<file path="src/sfc_pkg.sv">
// Contract
// - opcode 35h switches commands to four lines
// - opcode F5h returns commands to one line
// - dummy count from configuration bits 6 and 7
// - three address bytes, four in wide mode
// - EBh quad read, both modes, 6 dummies
// - 38h single-line only, 1-256 quad data bytes (code sends the length register count, 0 to 511, unchecked)
// - EDh four-line double-rate read until deselect
// - BDh single-line only, two-line double-rate read
// - 3Bh one-line address, two-line data out
// - 6Bh one-line address, four-line data out
// - BBh two-line address, dummies and data
// - non-data commands end on byte boundary
`default_nettype none
package sfc_pkg;
    // ==========================================
    // software register map (byte addresses)
    localparam logic [7:0] SFC_REG_CTRL = 8'h00;
    localparam logic [7:0] SFC_REG_ADDR = 8'h04;
    localparam logic [7:0] SFC_REG_LEN = 8'h08;
    localparam logic [7:0] SFC_REG_CFG = 8'h0C;
    localparam logic [7:0] SFC_REG_STAT = 8'h10;
    localparam logic [7:0] SFC_REG_TXD = 8'h14;
    localparam logic [7:0] SFC_REG_RXD = 8'h18;
    // field positions
    localparam int SFC_CFG_WIDE_BIT = 0;
    localparam int SFC_CFG_DC_LO_BIT = 6;
    localparam int SFC_CFG_DC_HI_BIT = 7;
    localparam logic [31:0] SFC_CFG_RST = 32'h0000_0000;
    localparam logic [8:0] SFC_LEN_RST = 9'h001;
    // ==========================================
    // opcodes
    localparam logic [7:0] SFC_OP_QUAD_CMD_ENABLE = 8'h35;
    localparam logic [7:0] SFC_OP_QUAD_CMD_RESET = 8'hF5;
    localparam logic [7:0] SFC_OP_QUAD_IO_READ = 8'hEB;
    localparam logic [7:0] SFC_OP_QUAD_PAGE_PROGRAM = 8'h38;
    localparam logic [7:0] SFC_OP_QUAD_IO_DOUBLE_RATE_READ = 8'hED;
    localparam logic [7:0] SFC_OP_DUAL_IO_DOUBLE_RATE_READ = 8'hBD;
    localparam logic [7:0] SFC_OP_DUAL_OUTPUT_READ = 8'h3B;
    localparam logic [7:0] SFC_OP_QUAD_OUTPUT_READ = 8'h6B;
    localparam logic [7:0] SFC_OP_DUAL_IO_READ = 8'hBB;
    localparam logic [7:0] SFC_OP_HALF_BLOCK_ERASE = 8'h52;
    // ==========================================
    // timing
    localparam int SFC_CLK_NS = 25;
    localparam logic [2:0] SFC_SCK_HALF_CYC = 3'h4;
    localparam int SFC_TSHSL_NS = 50;
    localparam logic [5:0] SFC_TSHSL_CYC = 6'((SFC_TSHSL_NS + SFC_CLK_NS - 1) / SFC_CLK_NS);
    localparam logic [5:0] SFC_QIO_READ_DUMMY = 6'h06;
    // dummy cycles per dummy_cfg_high:dummy_cfg_low setting
    localparam logic [23:0] SFC_DUMMY_TAB = {6'h0A, 6'h08, 6'h06, 6'h08};
    localparam logic [5:0] SFC_PAGE_BYTES = 6'h20;
    // ==========================================
    typedef enum logic [1:0] {SFC_DIR_NONE, SFC_DIR_RD, SFC_DIR_WR} sfc_dir_t;
    typedef struct packed {
        logic ok;
        logic has_addr;
        logic [1:0] alg;
        logic [1:0] dlg;
        logic dtr;
        sfc_dir_t dir;
        logic [5:0] dum;
    } sfc_dec_t;
endpackage
`default_nettype wire

</file>
<file path="src/sfc_host.sv">
// The strobed register port and the placing of the registers were left to the implementer.
`timescale 1ns/10ps
`default_nettype none

// ==========================================
// read-data fifo
module sfc_fifo #(
    parameter int W = 8,
    parameter int D = 4
) (
    // clock and reset
    input wire logic core_clk,
    input wire logic rst_b,
    // fill side
    input wire logic in_valid,
    output logic in_ready,
    input wire logic [W-1:0] in_data,
    // drain side
    output logic out_valid,
    input wire logic out_ready,
    output logic [W-1:0] out_data
);
    localparam int AW = $clog2(D);
    logic [W-1:0] mem_q [D];
    logic [AW:0] wp_q, wp_d, rp_q, rp_d;

    assign in_ready = (wp_q - rp_q) != (AW + 1)'(D);
    assign out_valid = wp_q != rp_q;
    assign out_data = mem_q[rp_q[AW-1:0]];

    always_comb begin
        wp_d = wp_q + (AW + 1)'(in_valid && in_ready);
        rp_d = rp_q + (AW + 1)'(out_valid && out_ready);
    end

    always_ff @(posedge core_clk or negedge rst_b) begin
        if (!rst_b) begin
            wp_q <= '0;
            rp_q <= '0;
        end else begin
            wp_q <= wp_d;
            rp_q <= rp_d;
        end
    end

    always_ff @(posedge core_clk) begin
        if (in_valid && in_ready) begin
            mem_q[wp_q[AW-1:0]] <= in_data;
        end
    end
endmodule

// ==========================================
// serial flash host controller
module sfc_host (
    // clock and reset
    input wire logic core_clk,
    input wire logic rst_b,
    // software register port
    input wire logic [7:0] reg_addr,
    input wire logic [31:0] reg_wdata,
    input wire logic reg_wr,
    input wire logic reg_rd,
    output logic [31:0] reg_rdata,
    // flash pins
    output logic flash_cs_b,
    output logic flash_sclk,
    input wire logic [3:0] flash_io_in,
    output logic [3:0] flash_io_out,
    output logic [3:0] flash_io_oe
);
    import sfc_pkg::*;

    typedef enum {S_IDLE, S_RUN, S_END} sfc_st_t;
    typedef enum {P_CMD, P_ADDR, P_DUM, P_WR, P_RD} sfc_ph_t;

    sfc_st_t st_q, st_d;
    sfc_ph_t ph_q, ph_d;
    sfc_dec_t dec_q, dec_d, dec_c;
    logic [7:0] op_q, op_d, tx_q, tx_d, rx_q, rx_d, rxb_q, rxb_d;
    logic [31:0] addr_q, addr_d, cfg_q, cfg_d, sh_q, sh_d, rdata_q, rdata_d;
    logic [8:0] len_q, len_d, cnt_q, cnt_d;
    logic [2:0] div_q, div_d;
    logic [3:0] nb_q, nb_d, io_m_q, io_s_q, bits;
    logic [1:0] lg_q, lg_d;
    logic quad_q, quad_d, txv_q, txv_d, rej_q, rej_d, ld_q, ld_d;
    logic push_q, push_d, sclk_q, sclk_d, cs_b_q, cs_b_d;
    logic rx_ready, rx_valid, rx_pop, stall, edge_now;
    logic [7:0] rx_out;
    logic [5:0] dc_dum;

    // ==========================================
    // pin input synchroniser
    always_ff @(posedge core_clk or negedge rst_b) begin
        if (!rst_b) begin
            io_m_q <= 4'h0;
            io_s_q <= 4'h0;
        end else begin
            io_m_q <= flash_io_in;
            io_s_q <= io_m_q;
        end
    end

    sfc_fifo #(.W(8), .D(4)) u_rx_fifo (
        .core_clk(core_clk),
        .rst_b(rst_b),
        .in_valid(push_q),
        .in_ready(rx_ready),
        .in_data(rxb_q),
        .out_valid(rx_valid),
        .out_ready(rx_pop),
        .out_data(rx_out)
    );

    assign rx_pop = reg_rd && reg_addr == SFC_REG_RXD && rx_valid;
    // dummy count follows configuration bits 6..7
    assign dc_dum = SFC_DUMMY_TAB[6 * {cfg_q[SFC_CFG_DC_HI_BIT], cfg_q[SFC_CFG_DC_LO_BIT]} +: 6];

    // ==========================================
    // opcode decode against the current command mode
    always_comb begin
        dec_c = '0;
        dec_c.ok = 1'b1;
        dec_c.has_addr = 1'b1;
        dec_c.dum = dc_dum;
        case (op_q)
            SFC_OP_QUAD_CMD_ENABLE, SFC_OP_QUAD_CMD_RESET: begin
                // no address and no dummies, so deselect follows the opcode byte
                dec_c.has_addr = 1'b0;
                dec_c.dum = 6'h00;
            end
            SFC_OP_QUAD_IO_READ: begin
                dec_c = '{1'b1, 1'b1, 2'd2, 2'd2, 1'b0, SFC_DIR_RD, SFC_QIO_READ_DUMMY};
            end
            SFC_OP_QUAD_PAGE_PROGRAM: begin
                dec_c = '{!quad_q, 1'b1, 2'd2, 2'd2, 1'b0, SFC_DIR_WR, 6'h00};
            end
            SFC_OP_QUAD_IO_DOUBLE_RATE_READ: begin
                dec_c = '{1'b1, 1'b1, 2'd2, 2'd2, 1'b1, SFC_DIR_RD, dc_dum};
            end
            SFC_OP_DUAL_IO_DOUBLE_RATE_READ: begin
                dec_c = '{!quad_q, 1'b1, 2'd1, 2'd1, 1'b1, SFC_DIR_RD, dc_dum};
            end
            SFC_OP_DUAL_OUTPUT_READ: begin
                dec_c = '{!quad_q, 1'b1, 2'd0, 2'd1, 1'b0, SFC_DIR_RD, dc_dum};
            end
            SFC_OP_QUAD_OUTPUT_READ: begin
                dec_c = '{!quad_q, 1'b1, 2'd0, 2'd2, 1'b0, SFC_DIR_RD, dc_dum};
            end
            SFC_OP_DUAL_IO_READ: begin
                dec_c = '{!quad_q, 1'b1, 2'd1, 2'd1, 1'b0, SFC_DIR_RD, dc_dum};
            end
            SFC_OP_HALF_BLOCK_ERASE: begin
                dec_c.dum = 6'h00;
            end
            default: begin
                dec_c.ok = 1'b0;
            end
        endcase
        // four-line command mode carries every phase on four lines
        if (quad_q) begin
            dec_c.alg = 2'd2;
        end
    end

    // ==========================================
    // registers and transfer engine
    always_comb begin
        st_d = st_q;
        ph_d = ph_q;
        dec_d = dec_q;
        op_d = op_q;
        addr_d = addr_q;
        len_d = len_q;
        cfg_d = cfg_q;
        tx_d = tx_q;
        txv_d = txv_q;
        rej_d = rej_q;
        quad_d = quad_q;
        sh_d = sh_q;
        cnt_d = cnt_q;
        div_d = div_q;
        lg_d = lg_q;
        ld_d = ld_q;
        nb_d = nb_q;
        rx_d = rx_q;
        rxb_d = rxb_q;
        push_d = 1'b0;
        sclk_d = sclk_q;
        cs_b_d = cs_b_q;
        rdata_d = 32'h0000_0000;
        bits = (lg_q == 2'd0) ? {3'h0, io_s_q[1]} :
               (lg_q == 2'd1) ? {2'h0, io_s_q[1:0]} : io_s_q;
        stall = (ph_q == P_WR && ld_q) ||
                (ph_q == P_RD && nb_q == 4'h0 && !sclk_q && !rx_ready);
        edge_now = st_q == S_RUN && !stall && div_q == SFC_SCK_HALF_CYC - 3'h1;
        if (reg_rd) begin
            case (reg_addr)
                SFC_REG_CTRL: rdata_d = {24'h0, op_q};
                SFC_REG_ADDR: rdata_d = addr_q;
                SFC_REG_LEN: rdata_d = {23'h0, len_q};
                SFC_REG_CFG: rdata_d = cfg_q;
                SFC_REG_STAT: rdata_d = {27'h0, rx_valid, !txv_q, rej_q, quad_q, st_q != S_IDLE};
                SFC_REG_RXD: rdata_d = {24'h0, rx_out};
                default: rdata_d = 32'h0000_0000;
            endcase
        end
        if (reg_wr && st_q == S_IDLE) begin
            case (reg_addr)
                SFC_REG_CTRL: op_d = reg_wdata[7:0];
                SFC_REG_ADDR: addr_d = reg_wdata;
                SFC_REG_LEN: len_d = reg_wdata[8:0];
                SFC_REG_CFG: cfg_d = reg_wdata;
                default: ;
            endcase
        end
        case (st_q)
            S_IDLE: begin
                sclk_d = 1'b0;
                cs_b_d = 1'b1;
                if (reg_wr && reg_addr == SFC_REG_CTRL) begin
                    st_d = S_RUN;
                    rej_d = 1'b0;
                end
            end
            S_RUN: begin
                // first run cycle: decode and load the opcode
                if (cs_b_q) begin
                    dec_d = dec_c;
                    if (!dec_c.ok) begin
                        rej_d = 1'b1;
                        st_d = S_IDLE;
                    end else begin
                        cs_b_d = 1'b0;
                        ph_d = P_CMD;
                        sh_d = {op_q, 24'h0};
                        lg_d = quad_q ? 2'd2 : 2'd0;
                        cnt_d = 9'd8 >> (quad_q ? 2'd2 : 2'd0);
                        div_d = 3'h0;
                    end
                end else if (ph_q == P_WR && ld_q) begin
                    if (txv_q) begin
                        sh_d = {tx_q, 24'h0};
                        cnt_d = 9'd8 >> lg_q;
                        txv_d = 1'b0;
                        ld_d = 1'b0;
                        len_d = len_q - 9'h001;
                    end
                end else if (!stall) begin
                    div_d = edge_now ? 3'h0 : div_q + 3'h1;
                end
                if (edge_now && !cs_b_q) begin
                    sclk_d = !sclk_q;
                    if (ph_q == P_RD && (!sclk_q || dec_q.dtr)) begin
                        rx_d = 8'((rx_q << (1 << lg_q)) | {4'h0, bits});
                        nb_d = nb_q + 4'(1 << lg_q);
                        if (nb_d == 4'h8) begin
                            nb_d = 4'h0;
                            push_d = 1'b1;
                            rxb_d = rx_d;
                            len_d = len_q - 9'h001;
                            if (len_q == 9'h001) begin
                                st_d = S_END;
                                sclk_d = 1'b0;
                                cnt_d = {3'h0, SFC_TSHSL_CYC};
                            end
                        end
                    end else if (sclk_q && ph_q != P_RD) begin
                        sh_d = sh_q << (1 << lg_q);
                        cnt_d = cnt_q - 9'h001;
                        if (cnt_q == 9'h001) begin
                            if (ph_q == P_CMD && dec_q.has_addr) begin
                                ph_d = P_ADDR;
                                lg_d = dec_q.alg;
                                // three address bytes unless wide mode is on
                                sh_d = cfg_q[SFC_CFG_WIDE_BIT] ? addr_q : {addr_q[23:0], 8'h0};
                                cnt_d = (cfg_q[SFC_CFG_WIDE_BIT] ? 9'd32 : 9'd24) >> dec_q.alg;
                            end else if (ph_q != P_DUM && ph_q != P_WR && dec_q.dum != 6'h00) begin
                                ph_d = P_DUM;
                                cnt_d = {3'h0, dec_q.dum};
                            end else if (dec_q.dir == SFC_DIR_RD && len_q != 9'h000) begin
                                ph_d = P_RD;
                                lg_d = dec_q.dlg;
                                nb_d = 4'h0;
                            end else if (dec_q.dir == SFC_DIR_WR && len_q != 9'h000) begin
                                ph_d = P_WR;
                                lg_d = dec_q.dlg;
                                ld_d = 1'b1;
                            end else begin
                                // deselect lands on a byte boundary
                                st_d = S_END;
                                cnt_d = {3'h0, SFC_TSHSL_CYC};
                            end
                        end
                    end
                end
            end
            S_END: begin
                cs_b_d = 1'b1;
                sclk_d = 1'b0;
                cnt_d = cnt_q - 9'h001;
                if (cnt_q == 9'h001) begin
                    st_d = S_IDLE;
                    if (op_q == SFC_OP_QUAD_CMD_ENABLE) begin
                        quad_d = 1'b1;
                    end else if (op_q == SFC_OP_QUAD_CMD_RESET) begin
                        quad_d = 1'b0;
                    end
                end
            end
            default: st_d = S_IDLE;
        endcase
        // a new byte written in the cycle it is taken still counts
        if (reg_wr && reg_addr == SFC_REG_TXD) begin
            tx_d = reg_wdata[7:0];
            txv_d = 1'b1;
        end
    end

    always_ff @(posedge core_clk or negedge rst_b) begin
        if (!rst_b) begin
            st_q <= S_IDLE;
            ph_q <= P_CMD;
            dec_q <= '0;
            op_q <= 8'h00;
            addr_q <= 32'h0000_0000;
            len_q <= SFC_LEN_RST;
            cfg_q <= SFC_CFG_RST;
            tx_q <= 8'h00;
            txv_q <= 1'b0;
            rej_q <= 1'b0;
            quad_q <= 1'b0;
            sh_q <= 32'h0000_0000;
            cnt_q <= 9'h000;
            div_q <= 3'h0;
            lg_q <= 2'd0;
            ld_q <= 1'b0;
            nb_q <= 4'h0;
            rx_q <= 8'h00;
            rxb_q <= 8'h00;
            push_q <= 1'b0;
            sclk_q <= 1'b0;
            cs_b_q <= 1'b1;
            rdata_q <= 32'h0000_0000;
        end else begin
            st_q <= st_d;
            ph_q <= ph_d;
            dec_q <= dec_d;
            op_q <= op_d;
            addr_q <= addr_d;
            len_q <= len_d;
            cfg_q <= cfg_d;
            tx_q <= tx_d;
            txv_q <= txv_d;
            rej_q <= rej_d;
            quad_q <= quad_d;
            sh_q <= sh_d;
            cnt_q <= cnt_d;
            div_q <= div_d;
            lg_q <= lg_d;
            ld_q <= ld_d;
            nb_q <= nb_d;
            rx_q <= rx_d;
            rxb_q <= rxb_d;
            push_q <= push_d;
            sclk_q <= sclk_d;
            cs_b_q <= cs_b_d;
            rdata_q <= rdata_d;
        end
    end

    // ==========================================
    // pin drive, msb first on the lines in use
    always_comb begin
        flash_io_out = (lg_q == 2'd0) ? {3'h0, sh_q[31]} :
                       (lg_q == 2'd1) ? {2'h0, sh_q[31:30]} : sh_q[31:28];
        flash_io_oe = 4'h0;
        if (!cs_b_q && (ph_q == P_CMD || ph_q == P_ADDR || (ph_q == P_WR && !ld_q))) begin
            flash_io_oe = (lg_q == 2'd0) ? 4'h1 : (lg_q == 2'd1) ? 4'h3 : 4'hF;
        end
    end

    assign flash_cs_b = cs_b_q;
    assign flash_sclk = sclk_q;
    assign reg_rdata = rdata_q;
endmodule

`default_nettype wire

</file>
<file path="config.mk">
export PLATFORM = sky130hd
export DESIGN_NAME = sfc_host
export DESIGN_NICKNAME = d
export VERILOG_FILES = /design/src/sfc_pkg.sv /design/src/sfc_host.sv
export SDC_FILE = /design/constraint.sdc
export NUM_CORES = 1
export LEC_CHECK = 0
export BUFFER_PORTS_ARGS = -buffer_cell sky130_fd_sc_hd__buf_2
export CAP_MARGIN = 20
export CORE_MARGIN = 10
export CORE_UTILIZATION = 59
export DETAILED_ROUTE_END_ITERATION = 6
export GPL_ROUTABILITY_DRIVEN = 0
export PLACE_DENSITY_LB_ADDON = 0.2
export SETUP_SLACK_MARGIN = 0.02
export SYNTH_ARGS = -nofsm -noshare
export SYNTH_HDL_FRONTEND = slang
export SYNTH_SLANG_ARGS = --single-unit
</file>
<file path="constraint.sdc">
create_clock -name core_clk -period 4.5 [get_ports core_clk]
set_input_delay 0.225 -clock core_clk [delete_from_list [all_inputs] [get_ports core_clk]]
set_output_delay 0.225 -clock core_clk [all_outputs]
set_load 0.01 [all_outputs]
</file>
==> key figures <==
Clocking
  • Sink Count: 314
  • Number of CTS-inserted buffers: 34
  • CTS tree: yes
  • Reg clk slew, reported paths: 0.07 ns
  • H-tree depth: 2
  • Post-CTS resize count: 0
  • Bufs on Longest Clock Path: 3
  • Clk_lat worst skew: 0.52 ns
  • CTS root buf: clkbuf_16

STA
  • Final min period: 3.53 ns
  • Worst Tran Pin Value: 1.07 ns
  • Max Clk Rate: 284 MHz
  • Relative slew margins: 28.8%
  • Final Setup Violations: 0
  • Min Hold Slack: 0.0359 ns
  • RSZ-0062 raised after global routing: false
  • Hold Fails Final Rpt: 0
  • Final Max Tran Viols: 0
  • Setup TNS Final: 0 ns
  • Fin crit share: 78.4%
  • Setup Skew: 0.0166 ns

Critical path
  • Critical path class: reg2reg
  • CP delay by family, top: compound AO/OA/AOI/OAI gates
  • Critical path endpoint category: flip-flop
  • Critical-path top delay cell: dfrtp_1
  • Startpoint types: flip-flop
  • Worst r2r path cells: 9
  • Critical Path Max Stage Delay: 0.71 ns
  • Crit path depth: 9
  • CP max FO: 31
  • Crit path arrival time: 3.92 ns
  • Buf/Inv on CP: 1
  • CP Cell Sequence: ha_1 -> nor2b_1 -> xnor2_1 -> buf_4 -> o31ai_1 -> a2111oi_4 -> nand2b_2 -> a21o_1 -> a221o_1
  • Worst Path Required: 4.90 ns

Synthesis
  • Post-synthesis sequential area ratio: 53.5%
  • Post-synthesis simple-gate area fraction: 14.0%
  • Post-synth top area cell: dfrtp_1
  • Largest cells by area after synthesis: dfrtp_1, edfxtp_1, mux2_2
  • Post-synth ARST share: 89.8%
  • Post-synth cell types: 78
  • Synth Area in Compound Gates: 13.5%
  • Mapped cell area: 0.0150 mm²
  • XOR/XNOR Fraction of Synth Area: 1.23%
  • Primary FF master, synth: dfrtp_1
  • Synth warn: 0
  • Top cell type's share of synthesized area: 46.7%
  • Synthesized instance count: 1307
  • Largest family of logic cells by synthesized area: simple AND/OR/NAND/NOR gates
  • Syn Area/Cell: 11.5 µm²
  • Post-Synth Adder-Cell Area: 1.47%
  • Synth Register Bits: 314
  • EDFF count, synth: 32
  • Mux cell area share after synthesis: 13.9%

Layout
  • Nets: 1511
  • Post-Layout Cell Count: 1801
  • Layout cells sized above 1: 21.1%
  • Syn-to-layout area delta: 16.0%
  • Diode count: 0

Die
  • Total core area: 0.0251 mm²
  • Die Ht: 179 µm
  • Die Wd: 179 µm
  • # IOs: 90
  • Row count: 58
  • Area of the die: 0.0322 mm²
  • Starting Density: 59.8%

Detailed routing
  • Pre-Repair DR Iteration Count: 5
  • DR DRC count: 0
  • Routed Antenna Nets: 0
  • Vias per cell: 6.36
  • Final wirelength: 39400 µm
  • Routed WL per cell: 21.9 µm
  • Number of DRC markers in iteration 0: 1210
  • Via Count: 11452

Pwr
  • Sw Pwr: 1.23 mW
  • Seq pwr share: 48.6%
  • Clk pwr share: 49.3%
  • Switching part of the total: 20.6%
  • Largest vdd supply drop: 434 µV
  • Gate power share: 2.1%
  • Pwr dens: 342 mW/mm²
  • P_leak: 7.66 nW
  • Pint: 4.72 mW

Hold path
  • Depth of the worst hold-timing path: 2
  • Min-Delay Path Class: in2reg

Run
  • Maxcap violations: 0

Global routing
  • Initial antenna violation count: 0
  • Busiest grt layer: met2
  • Gr usage total: 23.8%
  • First-pass GRT wire length: 63300 µm
  • Number of global-route vias before repair: 11495
  • Largest net degree at the start of global routing: 106
  • Global-route met1 utilization: 30.9%
  • Met3 Track Usage GR: 4.38%
  • Grt met2 use: 38.4%
  • Total grt overflow: 0

Placement
  • Final HPWL DP: 26900 µm
  • Buffers on Ports: 89
  • Inst Count DP: 1711

Outcome
  • Run status: complete, no violations
-- cells in the final DEF, fill, tap and decap left out, types with 8 or more instances in the layout --
cell	count
ha_1	16
clkbuf_16	35
nand2b_1	8
nor3_1	28
nor4_2	9
inv_1	17
and3_1	8
dfrtp_1	278
nor2b_1	44
mux4_2	33
o21ai_0	62
o211ai_1	9
nand3_1	34
a22o_1	25
nand2_1	78
buf_2	88
buf_4	29
conb_1	30
a22oi_1	45
nand4_1	12
a31oi_1	10
and2_1	9
or3_1	12
edfxtp_1	32
nor4_1	14
nor2_1	118
mux2i_1	40
mux2_2	84
a211oi_1	14
dlygate4sd3_1	28
xor2_1	14
a21oi_1	65
-- through the flow --
step                instance area (µm²)  setup slack, ns  total power [mW]  util (%)
finish                            17400            0.973              5.95      69.3
global route                      17400            0.687              6.12      69.3
CTS                               17400            0.985              5.99      69.3
detailed placement                15900             1.02              3.05      63.5
global placement                  15900             1.07              3.05      63.5
floorplan                         15100            0.608              2.96         -
-- cell families (layout without fill, tap and decap cells) --
| family | after synthesis | count (layout) |
|---|---|---|
| flops | 314 | 314 |
| mux | 157 | 157 |
| compound gates | 298 | 298 |
| simple gates | 408 | 408 |
| fa+ha+maj | 17 | 17 |
| buf+inv | 91 | 226 |
| other cells | 1 | 30 |
| xor+xnor | 21 | 21 |
-- cell usage after synthesis, drive strengths merged (12+ instances only) --
library cell	n
nor4	23
a22o	25
o21ai	63
mux2	84
nand3	34
a211oi	14
nand2	78
mux4	33
ha	16
a22oi	45
nor3	28
xor2	14
a21oi	67
nor2b	44
clkbuf	54
buf	20
or3	12
edfxtp	32
nand4	13
dfrtp	280
mux2i	40
inv	17
nor2	119
-- path summary, 6_finish.rpt --
path                       slack (ns)   endpoint         startpoint
max reg2reg                      0.97   sh_q[26]  u_rx_fifo.rp_q[0]
min reg2reg                      0.35  io_s_q[3]          io_m_q[3]
min in group asynchronous        0.34    st_q[2]              rst_b
max in group asynchronous        3.07    sh_q[8]              rst_b
max                              0.97   sh_q[26]  u_rx_fifo.rp_q[0]
min                              0.04   cfg_q[8]       reg_wdata[8]
-- flip-flops by register name (all words and copies together) (netlist names), 11 cells and up --
register,count
addr_q,32
cfg_q,32
ph_q,32
reg_rdata,32
sh_q,32
st_q,32
u_rx_fifo.mem_q,32
dec_q,11
-- metal layers --
metal,share of wire [%],vias up
met5,0,-
met4,3.9,0
met3,7.8,103
met2,48,567
met1,40,5654
li1,-,5128
-- power groups by stage --
stage	logic, mW	registers, mW	clock network, mW
floorplan	0.0186	2.94	0
global placement	0.108	2.94	0
detailed placement	0.110	2.94	0
CTS	0.129	2.89	2.97
global route	0.143	2.89	3.09
finish	0.127	2.89	2.93
-- timing repair --
item                                   in CTS  in global routing
hold buffers                               28                  0
endpoints found under the hold margin     144                  0
setup buffers                               0                  0
-- area by class of cell --
class | instances | area, µm²
Fill cell | 1842 | 7700
Inverter | 17 | 63.8
Clock buffer | 47 | 971
Sequential cell | 314 | 8020
Tap cell | 330 | 413
Multi-Input combinational cell | 931 | 6750
Clock inverter | 14 | 203
Timing Repair Buffer | 148 | 988
Note: power is estimated with default switching activity, not from simulation.
